<file path="config.mk">
export PLATFORM = sky130hd
export DESIGN_NAME = pmic_startup_sequencer
export DESIGN_NICKNAME = d
export VERILOG_FILES = /design/src/seq_pkg.sv /design/src/tick_if.sv /design/src/osc_divider.sv /design/src/pmic_startup_sequencer.sv
export VERILOG_INCLUDE_DIRS = /design/src /design/src/src
export SDC_FILE = /design/constraint.sdc
export NUM_CORES = 1
export LEC_CHECK = 0
export BUFFER_PORTS_ARGS = -buffer_cell sky130_fd_sc_hd__buf_4
export CAP_MARGIN = 20
export CELL_PAD_IN_SITES_DETAIL_PLACEMENT = 1
export CELL_PAD_IN_SITES_GLOBAL_PLACEMENT = 2
export CORE_MARGIN = 5
export CORE_UTILIZATION = 40
export DETAILED_ROUTE_END_ITERATION = 16
export HOLD_SLACK_MARGIN = 0.06
export PLACE_DENSITY = 0.87
export REMOVE_ABC_BUFFERS = 1
export SYNTH_ARGS = -nofsm -noshare
export SYNTH_HDL_FRONTEND = slang
export SYNTH_SLANG_ARGS = --single-unit
</file>
<file path="constraint.sdc">
create_clock -name sys_clk -period 11.77 [get_ports sys_clk]
set_input_delay 1.177 -clock sys_clk [delete_from_list [all_inputs] [get_ports sys_clk]]
set_output_delay 1.177 -clock sys_clk [all_outputs]
set_load 0.005 [all_outputs]
</file>
<file path="src/seq_defines.svh">
// Timing, field and reset constants of the start-up sequencer.
// Assumes inclusion by bare name from the package and design modules.
`ifndef SEQ_DEFINES_SVH
`define SEQ_DEFINES_SVH

// Clock rates in hertz
`define SYS_CLK_HZ    250000000
`define TICK_HZ       32000
`define SW_CLK_HZ     2000000

// Sequencing times in microseconds, as typical values
`define TURN_ON_US    6000
`define FIRST_SLOT_US 2500
`define SLOT_STEP_US  1000
`define PG_DELAY_US   2000

// Converts microseconds into whole ticks of the derived tick
`define US_TO_TICKS(us) (((us) * `TICK_HZ) / 1000000)

// Oscillator trim step in percent of nominal
`define TRIM_PCT      3
`define PCT_BASE      100

// Field widths
`define SLOT_W        4
`define VOLT_W        8
`define TMR_W         8
`define TRIM_W        4
`define DIV_W         16

// Built-in default slots, rail 0 in the low nibble
`define DEF_SLOTS     40'h3332211114
`define DEF_VOLTS     80'h0

// Reset values
`define SLOT_RST      4'h0
`define VOLT_RST      8'h00

`endif

</file>
<file path="src/seq_pkg.sv">
// Types shared by the start-up sequencer modules.
// Assumes seq_defines.svh is on the include path.
`include "seq_defines.svh"

package seq_pkg;
    typedef logic [`SLOT_W-1:0] slot_t;   // Sequence slot number
    typedef logic [`VOLT_W-1:0] volt_t;   // Rail voltage code
    typedef logic [`TMR_W-1:0]  tmr_t;    // Tick countdown

    // Sequencer phases
    typedef enum logic [3:0] {
        S_OFF, S_CLEAR, S_LOAD, S_TURN_ON, S_FIRST, S_SLOT, S_STEP, S_PG,
        S_ON
    } seq_state_e;
endpackage

</file>
<file path="src/tick_if.sv">
// Carrier between the oscillator divider and the sequencer.
// Assumes both ends share sys_clk.
`include "seq_defines.svh"

interface tick_if;
    logic                     tick;     // Derived 32 kHz tick pulse
    logic                     sw_pulse; // Switching clock pulse
    logic signed [`TRIM_W-1:0] trim;    // Signed trim steps

    modport src (output tick, output sw_pulse, input trim);
    modport snk (input tick, input sw_pulse, output trim);
endinterface

</file>
<file path="src/osc_divider.sv">
// Divides the master clock into the 32 kHz tick and the switching pulse.
// Assumes sys_clk stands for the trimmed master oscillator.
`include "seq_defines.svh"

module osc_divider
    import seq_pkg::*;
#(
    parameter int TICK_DIV = `SYS_CLK_HZ / `TICK_HZ,
    parameter int SW_DIV   = `SYS_CLK_HZ / `SW_CLK_HZ
) (
    input  wire logic sys_clk,  // Master clock
    input  wire logic rst,      // Async reset, active high
    input  wire logic ce,       // Clock enable
    tick_if.src       t         // Tick outputs, trim input
);
    logic [`DIV_W-1:0] tick_cnt_q, tick_cnt_d; // Tick divider count
    logic [`DIV_W-1:0] sw_cnt_q, sw_cnt_d;     // Switching divider count
    logic              tick_q, tick_d;         // Tick pulse
    logic              sw_q, sw_d;             // Switching pulse
    int                tick_lim;               // Trimmed tick period
    int                sw_lim;                 // Trimmed switching period

    // Trim shortens or stretches both periods by steps of nominal
    always_comb begin
        tick_lim = TICK_DIV
            - (TICK_DIV * `TRIM_PCT * int'(t.trim)) / `PCT_BASE;
        sw_lim   = SW_DIV - (SW_DIV * `TRIM_PCT * int'(t.trim)) / `PCT_BASE;
        tick_cnt_d = tick_cnt_q + 1'b1;
        sw_cnt_d   = sw_cnt_q + 1'b1;
        tick_d     = 1'b0;
        sw_d       = 1'b0;
        // Tick wraps at the trimmed period
        if (tick_cnt_q >= `DIV_W'(tick_lim - 1)) begin
            tick_cnt_d = '0;
            tick_d     = 1'b1;
        end
        // Switching pulse from the same master clock
        if (sw_cnt_q >= `DIV_W'(sw_lim - 1)) begin
            sw_cnt_d = '0;
            sw_d     = 1'b1;
        end
    end

    // Divider registers
    always_ff @(posedge sys_clk or posedge rst) begin
        if (rst) begin
            tick_cnt_q <= '0;
            sw_cnt_q   <= '0;
            tick_q     <= 1'b0;
            sw_q       <= 1'b0;
        end else if (ce) begin
            tick_cnt_q <= tick_cnt_d;
            sw_cnt_q   <= sw_cnt_d;
            tick_q     <= tick_d;
            sw_q       <= sw_d;
        end
    end

    assign t.tick     = tick_q;
    assign t.sw_pulse = sw_q;
endmodule

</file>
<file path="src/pmic_startup_sequencer.sv">
// Start-up sequencer: loads rail settings, enables rails by slot and
// releases the open-drain power-good reset. Inputs are synchronous to
// sys_clk; slow_osc_tick is a one-cycle pulse of the untrimmed oscillator.
//
// Operation
// - Built-in start; host writes only after start-up
// - Host rewrites parameters used by RAM boot
// - Clear configuration to zero before loading
// - Boot flag resets zero, selects default set
// - Boot flag one loads from internal RAM
// - RAM boot needs supply, flag, enable edge
// - Slot zero keeps a rail off
// - Slot field is binary slot number
// - Delays 6.0, 2.5, then 1.0 ms
// - Release reset 2.0 ms after last slot
// - Untrimmed clock only in low-power conditions
// - Start-up timed by divided master tick
// - Debounce tick follows clock select, irq debouncers use untrimmed
// - Trim shifts master clock in three percent steps
// - Switching clock divided from master oscillator
// - Enable rising edge is the turn-on event
// - Reset driven low again only at turn-off
`include "seq_defines.svh"

module pmic_startup_sequencer
    import seq_pkg::*;
#(
    parameter int NUM_RAILS = 10,
    parameter int TICK_DIV  = `SYS_CLK_HZ / `TICK_HZ,
    parameter int SW_DIV    = `SYS_CLK_HZ / `SW_CLK_HZ
) (
    input  wire logic                 sys_clk,        // Master clock
    input  wire logic                 rst,            // First valid supply
    input  wire logic                 ce,             // Clock enable
    input  wire logic                 en_pin,         // Enable pin level
    input  wire logic                 vin_below_uv,   // Input under threshold
    input  wire logic                 all_sleep,      // All rails in sleep
    input  wire logic                 all_pfm,        // All rails pulse mode
    input  wire logic                 slow_osc_tick,  // Untrimmed 32 kHz
    input  wire logic [`TRIM_W-1:0]   trim_code,      // Signed trim steps
    input  wire logic                 host_wr,        // Host parameter write
    input  wire logic [`SLOT_W-1:0]   host_idx,       // Rail index
    input  wire logic [`SLOT_W-1:0]   host_slot,      // New slot field
    input  wire logic [`VOLT_W-1:0]   host_volt,      // New voltage code
    input  wire logic                 host_boot_wr,   // Boot flag write
    input  wire logic                 host_boot_val,  // Boot flag value
    input  wire logic                 pg_rst_in,      // Reset line level
    output logic [NUM_RAILS-1:0]      rail_en_q,      // Rail enables
    output logic [NUM_RAILS-1:0][`VOLT_W-1:0] rail_volt_q, // Rail volts
    output logic                      pg_rst_out_q,   // Reset drive level
    output logic                      pg_rst_oe_n_q,  // Low while driving
    output logic                      pg_sense_q,     // Reset line seen
    output logic                      seq_done_q,     // In the on state
    output logic                      ram_boot_select_q, // RAM boot flag
    output logic                      use_untrimmed_q,   // Slow clock in use
    output logic                      debounce_tick_q,   // Debounce tick
    output logic                      irq_debounce_tick_q, // Irq debounce
    output logic                      sw_clk_en_q     // Switching pulse
);
    localparam tmr_t TURN_ON_TICKS = tmr_t'(`US_TO_TICKS(`TURN_ON_US));
    localparam tmr_t FIRST_TICKS   = tmr_t'(`US_TO_TICKS(`FIRST_SLOT_US));
    localparam tmr_t STEP_TICKS    = tmr_t'(`US_TO_TICKS(`SLOT_STEP_US));
    localparam tmr_t PG_TICKS      = tmr_t'(`US_TO_TICKS(`PG_DELAY_US));
    localparam logic [NUM_RAILS*`SLOT_W-1:0] DEF_SLOTS = `DEF_SLOTS;
    localparam logic [NUM_RAILS*`VOLT_W-1:0] DEF_VOLTS = `DEF_VOLTS;

    tick_if t ();                               // Divider carrier

    seq_state_e          st_q, st_d;            // Sequencer phase
    tmr_t                tmr_q, tmr_d;          // Tick countdown
    slot_t               cur_q, cur_d;          // Current slot
    logic                en_q;                  // Previous enable level
    logic [NUM_RAILS-1:0] en_d;                 // Next rail enables
    logic                pg_d;                  // Next reset release
    logic                boot_d;                // Next boot flag
    slot_t               cfg_slot_q [NUM_RAILS]; // Live slot fields
    slot_t               cfg_slot_d [NUM_RAILS];
    volt_t               cfg_volt_d [NUM_RAILS]; // Next live volts
    slot_t               ram_slot_q [NUM_RAILS]; // Retained slot fields
    slot_t               ram_slot_d [NUM_RAILS];
    volt_t               ram_volt_q [NUM_RAILS]; // Retained volts
    volt_t               ram_volt_d [NUM_RAILS];
    logic [NUM_RAILS-1:0] slot_hit;             // Rail in current slot
    logic [NUM_RAILS-1:0] slot_above;           // Rail in a later slot
    logic                en_rise;               // Turn-on event
    logic                en_fall;               // Turn-off event
    logic                starting;              // Sequence in progress
    logic                unt_d;                 // Next clock select

    osc_divider #(.TICK_DIV(TICK_DIV), .SW_DIV(SW_DIV)) u_div (
        .sys_clk (sys_clk),
        .rst     (rst),
        .ce      (ce),
        .t       (t.src)
    );
    assign t.trim = trim_code;

    assign en_rise  = en_pin && !en_q;
    assign en_fall  = !en_pin && en_q;
    assign starting = (st_q != S_OFF) && (st_q != S_ON);

    // Per-rail slot comparison against the current slot
    for (genvar i = 0; i < NUM_RAILS; i++) begin : g_rail
        assign slot_hit[i]   = (cfg_slot_q[i] == cur_q)
                               && (cfg_slot_q[i] != `SLOT_RST);
        assign slot_above[i] = cfg_slot_q[i] > cur_q;
    end

    // Sequencer next state
    always_comb begin
        st_d       = st_q;
        tmr_d      = tmr_q;
        cur_d      = cur_q;
        en_d       = rail_en_q;
        pg_d       = pg_rst_oe_n_q;
        boot_d     = ram_boot_select_q;
        cfg_slot_d = cfg_slot_q;
        ram_slot_d = ram_slot_q;
        ram_volt_d = ram_volt_q;
        for (int i = 0; i < NUM_RAILS; i++) begin
            cfg_volt_d[i] = rail_volt_q[i];
        end
        case (st_q)
            S_OFF: begin
                if (en_rise) begin
                    st_d = S_CLEAR;
                end
            end
            S_CLEAR: begin
                for (int i = 0; i < NUM_RAILS; i++) begin
                    cfg_slot_d[i] = `SLOT_RST;
                    cfg_volt_d[i] = `VOLT_RST;
                end
                st_d = S_LOAD;
            end
            S_LOAD: begin
                for (int i = 0; i < NUM_RAILS; i++) begin
                    if (ram_boot_select_q) begin
                        cfg_slot_d[i] = ram_slot_q[i];
                        cfg_volt_d[i] = ram_volt_q[i];
                    end else begin
                        cfg_slot_d[i] = DEF_SLOTS[i*`SLOT_W +: `SLOT_W];
                        cfg_volt_d[i] = DEF_VOLTS[i*`VOLT_W +: `VOLT_W];
                    end
                end
                tmr_d = TURN_ON_TICKS;
                st_d  = S_TURN_ON;
            end
            S_TURN_ON: begin
                if (t.tick) begin
                    tmr_d = tmr_q - 1'b1;
                    if (tmr_q == tmr_t'(1)) begin
                        tmr_d = FIRST_TICKS;
                        st_d  = S_FIRST;
                    end
                end
            end
            S_FIRST: begin
                if (t.tick) begin
                    tmr_d = tmr_q - 1'b1;
                    if (tmr_q == tmr_t'(1)) begin
                        cur_d = slot_t'(1);
                        st_d  = S_SLOT;
                    end
                end
            end
            S_SLOT: begin
                en_d = rail_en_q | slot_hit;
                if (|slot_above) begin
                    tmr_d = STEP_TICKS;
                    st_d  = S_STEP;
                end else begin
                    tmr_d = PG_TICKS;
                    st_d  = S_PG;
                end
            end
            S_STEP: begin
                if (t.tick) begin
                    tmr_d = tmr_q - 1'b1;
                    if (tmr_q == tmr_t'(1)) begin
                        cur_d = cur_q + 1'b1;
                        st_d  = S_SLOT;
                    end
                end
            end
            S_PG: begin
                if (t.tick) begin
                    tmr_d = tmr_q - 1'b1;
                    if (tmr_q == tmr_t'(1)) begin
                        pg_d = 1'b1;
                        st_d = S_ON;
                    end
                end
            end
            S_ON: begin
                // Host access opens only once start-up is over
                if (host_wr && (int'(host_idx) < NUM_RAILS)) begin
                    ram_slot_d[host_idx] = host_slot;
                    ram_volt_d[host_idx] = host_volt;
                    cfg_volt_d[host_idx] = host_volt;
                end
                if (host_boot_wr) begin
                    boot_d = host_boot_val;
                end
            end
            default: st_d = S_OFF;
        endcase
        // Turn-off drops every rail and pulls the reset low
        if (en_fall && (st_q != S_OFF)) begin
            st_d = S_OFF;
            en_d = '0;
            pg_d = 1'b0;
        end
    end

    // Clock source selection for the debounce tick
    always_comb begin
        unt_d = vin_below_uv || ((all_sleep || all_pfm) && !starting);
    end

    // Sequencer registers
    always_ff @(posedge sys_clk or posedge rst) begin
        if (rst) begin
            st_q                <= S_OFF;
            tmr_q               <= '0;
            cur_q               <= '0;
            en_q                <= 1'b0;
            rail_en_q           <= '0;
            rail_volt_q         <= '0;
            pg_rst_out_q        <= 1'b0;
            pg_rst_oe_n_q       <= 1'b0;
            pg_sense_q          <= 1'b0;
            seq_done_q          <= 1'b0;
            ram_boot_select_q   <= 1'b0;
            use_untrimmed_q     <= 1'b0;
            debounce_tick_q     <= 1'b0;
            irq_debounce_tick_q <= 1'b0;
            sw_clk_en_q         <= 1'b0;
            for (int i = 0; i < NUM_RAILS; i++) begin
                cfg_slot_q[i] <= `SLOT_RST;
                ram_slot_q[i] <= `SLOT_RST;
                ram_volt_q[i] <= `VOLT_RST;
            end
        end else if (ce) begin
            st_q                <= st_d;
            tmr_q               <= tmr_d;
            cur_q               <= cur_d;
            en_q                <= en_pin;
            rail_en_q           <= en_d;
            pg_rst_out_q        <= 1'b0;
            pg_rst_oe_n_q       <= pg_d;
            pg_sense_q          <= pg_rst_in;
            seq_done_q          <= (st_d == S_ON);
            ram_boot_select_q   <= boot_d;
            use_untrimmed_q     <= unt_d;
            debounce_tick_q     <= unt_d ? slow_osc_tick : t.tick;
            irq_debounce_tick_q <= slow_osc_tick;
            sw_clk_en_q         <= t.sw_pulse;
            cfg_slot_q          <= cfg_slot_d;
            ram_slot_q          <= ram_slot_d;
            ram_volt_q          <= ram_volt_d;
            for (int i = 0; i < NUM_RAILS; i++) begin
                rail_volt_q[i] <= cfg_volt_d[i];
            end
        end
    end
endmodule

</file>
==> results.py <==
metrics = {
    "global_route": {
        "grt_max_degree": 122,
        "first_global_vias": 30300,
        "grt_use_total": 0.302,
        "grt_pass1_wl_mm": 167,
        "antenna_found_initial": 0,
        "gr-total-overflow": 0,
    },
    "synth": {
        "synth_flop_cell": "dfrtp_1",
        "synth-simple-area-share": 0.193,
        "synth-edff-count": 0,
        "yosysTopAreaCell": "dfrtp_1",
        "synth_top_area_share": 0.314,
        "async_flop_share": 1.00,
        "ys_warn_count": 0,
        "netlist_instances": 2795,
        "ys_ff_latch": 309,
        "synth_xor_xnor_area_share": 0.0589,
        "synth_compound_area_frac": 0.258,
        "muxShareOfSynthArea": 0.0678,
        "syn_area_per_cell_um2": 8.82,
        "synthAdderAreaFrac": 0.0749,
        "synth.distinct_cells": 132,
        "syn_area_um2": 24700,
        "synthTopCellsByArea": "dfrtp_1, ha_1, mux2_2",
        "synth_top_family_by_area": "compound AO/OA/AOI/OAI gates",
        "synth.yosys.seq_area_share": 0.314,
    },
    "layout": {
        "final_area_um2": 36000,
        "nets": 3843,
        "drive_gt1_frac": 0.429,
        "fillers": 6859,
        "area_growth_pct": 46.0,
        "multiInputGateArea_um2": 18400,
        "num_antenna_cells": 0,
        "regArea_um2": 7730,
    },
    "placed_design": {
        "dp_worst_setup_slack_ns": -6.80,
        "dp_hpwl_mm": 69.7,
        "gp_congestion": 0.980,
        "portBuffers": 129,
        "placed_area_um2": 31200,
    },
    "clock_tree": {
        "cts_hold_buf": 0,
        "clockBufferDepth": 3,
        "root_buffer": "clkbuf_16",
        "numCtsBuffers": 30,
        "cts_tree": "built",
        "cts-htree-levels": 1,
        "clk_pin_slew_ns": 0.08,
        "clock_latency_ns": 0.60,
        "cts_sinks": 309,
    },
    "worst_setup_path": {
        "endpoint_kind": "register",
        "cp_common_cell": "buf_6",
        "arrival_ns": 19.04,
        "crit_buf_inv": 11,
        "crit_fanout": 12,
        "slowest_stage": "fa_2",
        "slowest_delay_ns": 0.65,
        "startpoint_type": "primary input",
        "crit_type": "in -> reg",
        "path_delay_family": "compound AO/OA/AOI/OAI gates",
        "cp.required_ns": 12.28,
    },
    "run_status": {
        "status": "finished, violations left",
        "violations": "setup timing",
    },
    "floorplanning": {
        "dieArea_um2": 66700,
        "ios": 131,
        "start_util": 0.402,
        "rows": 91,
        "die_w_um": 258,
        "die_h_um": 258,
        "fp.coreArea_um2": 61400,
    },
    "route": {
        "drc": 0,
        "ant_nets": 0,
        "dr.first_iter.drc_count": 2193,
        "route.vias.total": 28700,
        "first_pass_iters": 8,
        "totalWireLength_mm": 121,
        "vias_per_cell": 6.40,
        "routedWlPerCell_um": 27.0,
    },
    "timing": {
        "fin_crit_sh": 1.57,
        "finalHoldViolCount": 0,
        "rsz0062_at_grt": "yes",
        "max_freq_ghz": 0.0540,
        "finalCriticalPeriod_ns": 18.53,
        "fin_worst_skew_ns": 0.0322,
        "setup_viol": 34,
        "worst_slew_pin_slew_ns": 1.16,
        "slew_headroom": 0.221,
        "setup_slack_ns": -6.76,
        "final_max_slew_viol_count": 0,
    },
    "run": {
        "drv_cap": 0,
    },
    "worst_hold_path": {
        "hp-class": "reg -> reg",
    },
}
sequential cells by signal, indices dropped and copies added (netlist names), 8 cells and up:
signal	count
rail_en_q	10
rail_volt_q	80
cfg_slot_q	40
ram_volt_q	80
u_div.sw_cnt_q	16
u_div.tick_cnt_q	16
ram_slot_q	40
tmr_q	8
cell usage after synthesis, drive strengths merged (13+ instances only):
cell	instances
dfrtp	309
nand2	277
o21ai	227
nor2	219
mux2	132
ha	130
a21oi	118
xnor2	111
clkbuf	101
a22oi	90
nand3	88
inv	73
nor3	64
xor2	48
nor2b	46
a21o	39
nand4	39
and2	37
o21a	37
a211oi	36
o211ai	36
a22o	33
and3	30
nand2b	30
a31oi	29
buf	28
or2	28
o31ai	26
or3	25
nor4	22
mux2i	17
o22ai	16
a211o	15
a21boi	13
layout by cell type (no fill, tap or decap), drive strengths merged, types with 15 or more instances in the layout:
| master | synthesis | final |
|---|---|---|
| a21oi | 118 | 118 |
| and2 | 37 | 38 |
| o22ai | 16 | 16 |
| nor2 | 219 | 220 |
| a31oi | 29 | 29 |
| o21ai | 227 | 227 |
| o21a | 37 | 37 |
| nand2b | 30 | 30 |
| or2 | 28 | 28 |
| mux2 | 132 | 132 |
| ha | 130 | 130 |
| nand2 | 277 | 277 |
| nand3 | 88 | 88 |
| xnor2 | 111 | 111 |
| buf | 28 | 973 |
| nor3 | 64 | 64 |
| o31ai | 26 | 26 |
| inv | 73 | 75 |
| a211o | 15 | 15 |
| a211oi | 36 | 36 |
| mux2i | 17 | 17 |
| xor2 | 48 | 48 |
| or3 | 25 | 25 |
| a22oi | 90 | 90 |
| and3 | 30 | 30 |
| clkbuf | 101 | 36 |
| a22o | 33 | 33 |
| nor2b | 46 | 46 |
| nor4 | 22 | 22 |
| a21o | 39 | 39 |
| o211ai | 36 | 36 |
| dfrtp | 309 | 309 |
| nand4 | 39 | 39 |
per-layer routing:
| layer | vias to the layer above | wire, µm | track usage |
|---|---|---|---|
| li1 | 12100 | - | - |
| met1 | 14300 | 43000 | 0.344 |
| met2 | 1484 | 60300 | 0.558 |
| met3 | 754 | 7960 | 0.0454 |
| met4 | 0 | 9760 | 0.138 |
| met5 | - | 0 | 0 |
stage by stage:
| stage | util | setup TNS [ns] | hold slack [ns] | cells |
|---|---|---|---|---|
| floorplan | - | -182.66 | 0.455 | 2666 |
| global placement | 0.508 | -158.60 | 0.468 | 4262 |
| detailed placement | 0.509 | -184.03 | 0.475 | 4264 |
| CTS | 0.567 | -129.01 | 0.491 | 4428 |
| global route | 0.587 | -191.85 | 0.501 | 4487 |
| finish | 0.587 | -170.45 | 0.486 | 4487 |
final timing paths:
path / start / end / slack, ns / cells past startpoint
hold / removal: ram_slot_q[14]$_DFFE_PP0P_ / cfg_slot_q[14]$_DFFE_PP0P_ / 0.49 / 1
min in group asynchronous: rst / rail_volt_q[56]$_DFFE_PP0P_ / 0.72 / 2
setup reg to reg: u_div.sw_cnt_q[0]$_DFFE_PP0P_ / u_div.t.sw_pulse$_DFFE_PP0P_ / 7.55 / 27
hold reg to reg: ram_slot_q[14]$_DFFE_PP0P_ / cfg_slot_q[14]$_DFFE_PP0P_ / 0.49 / 1
max in group asynchronous: rst / ram_volt_q[74]$_DFFE_PP0P_ / 8.83 / 4
setup / recovery: trim_code[1] / u_div.tick_cnt_q[3]$_DFFE_PP0P_ / -6.76 / 80
cells by family after synthesis:
family          after synthesis
simple gates                952
fa+ha+maj                   144
compound gates              877
xor+xnor                    160
flops                       309
other cells                   1
buf+inv                     203
mux                         149
area by class of cell:
class / instances / share of cell area
clock inverters: 20 / 0.00810
inverters: 74 / 0.00799
repair buffers: 973 / 0.209
clock buffers: 36 / 0.0226
flip-flops and latches: 309 / 0.215
multi-input cells: 2285 / 0.510
well taps: 790 / 0.0274
what timing repair did:
action | 4_1_cts | 5_1_grt
gates resized for setup | 339 | 151
gates cloned | 3 | 0
endpoints found under the hold margin | 0 | 0
endpoints found under the setup margin | 34 | 34
buffers inserted | 108 | 57
pin swaps | 163 | 76
Power is left out: the tool's default activity adds up to more than one toggle a clock period on the data nets, which glitch-free logic cannot reach.
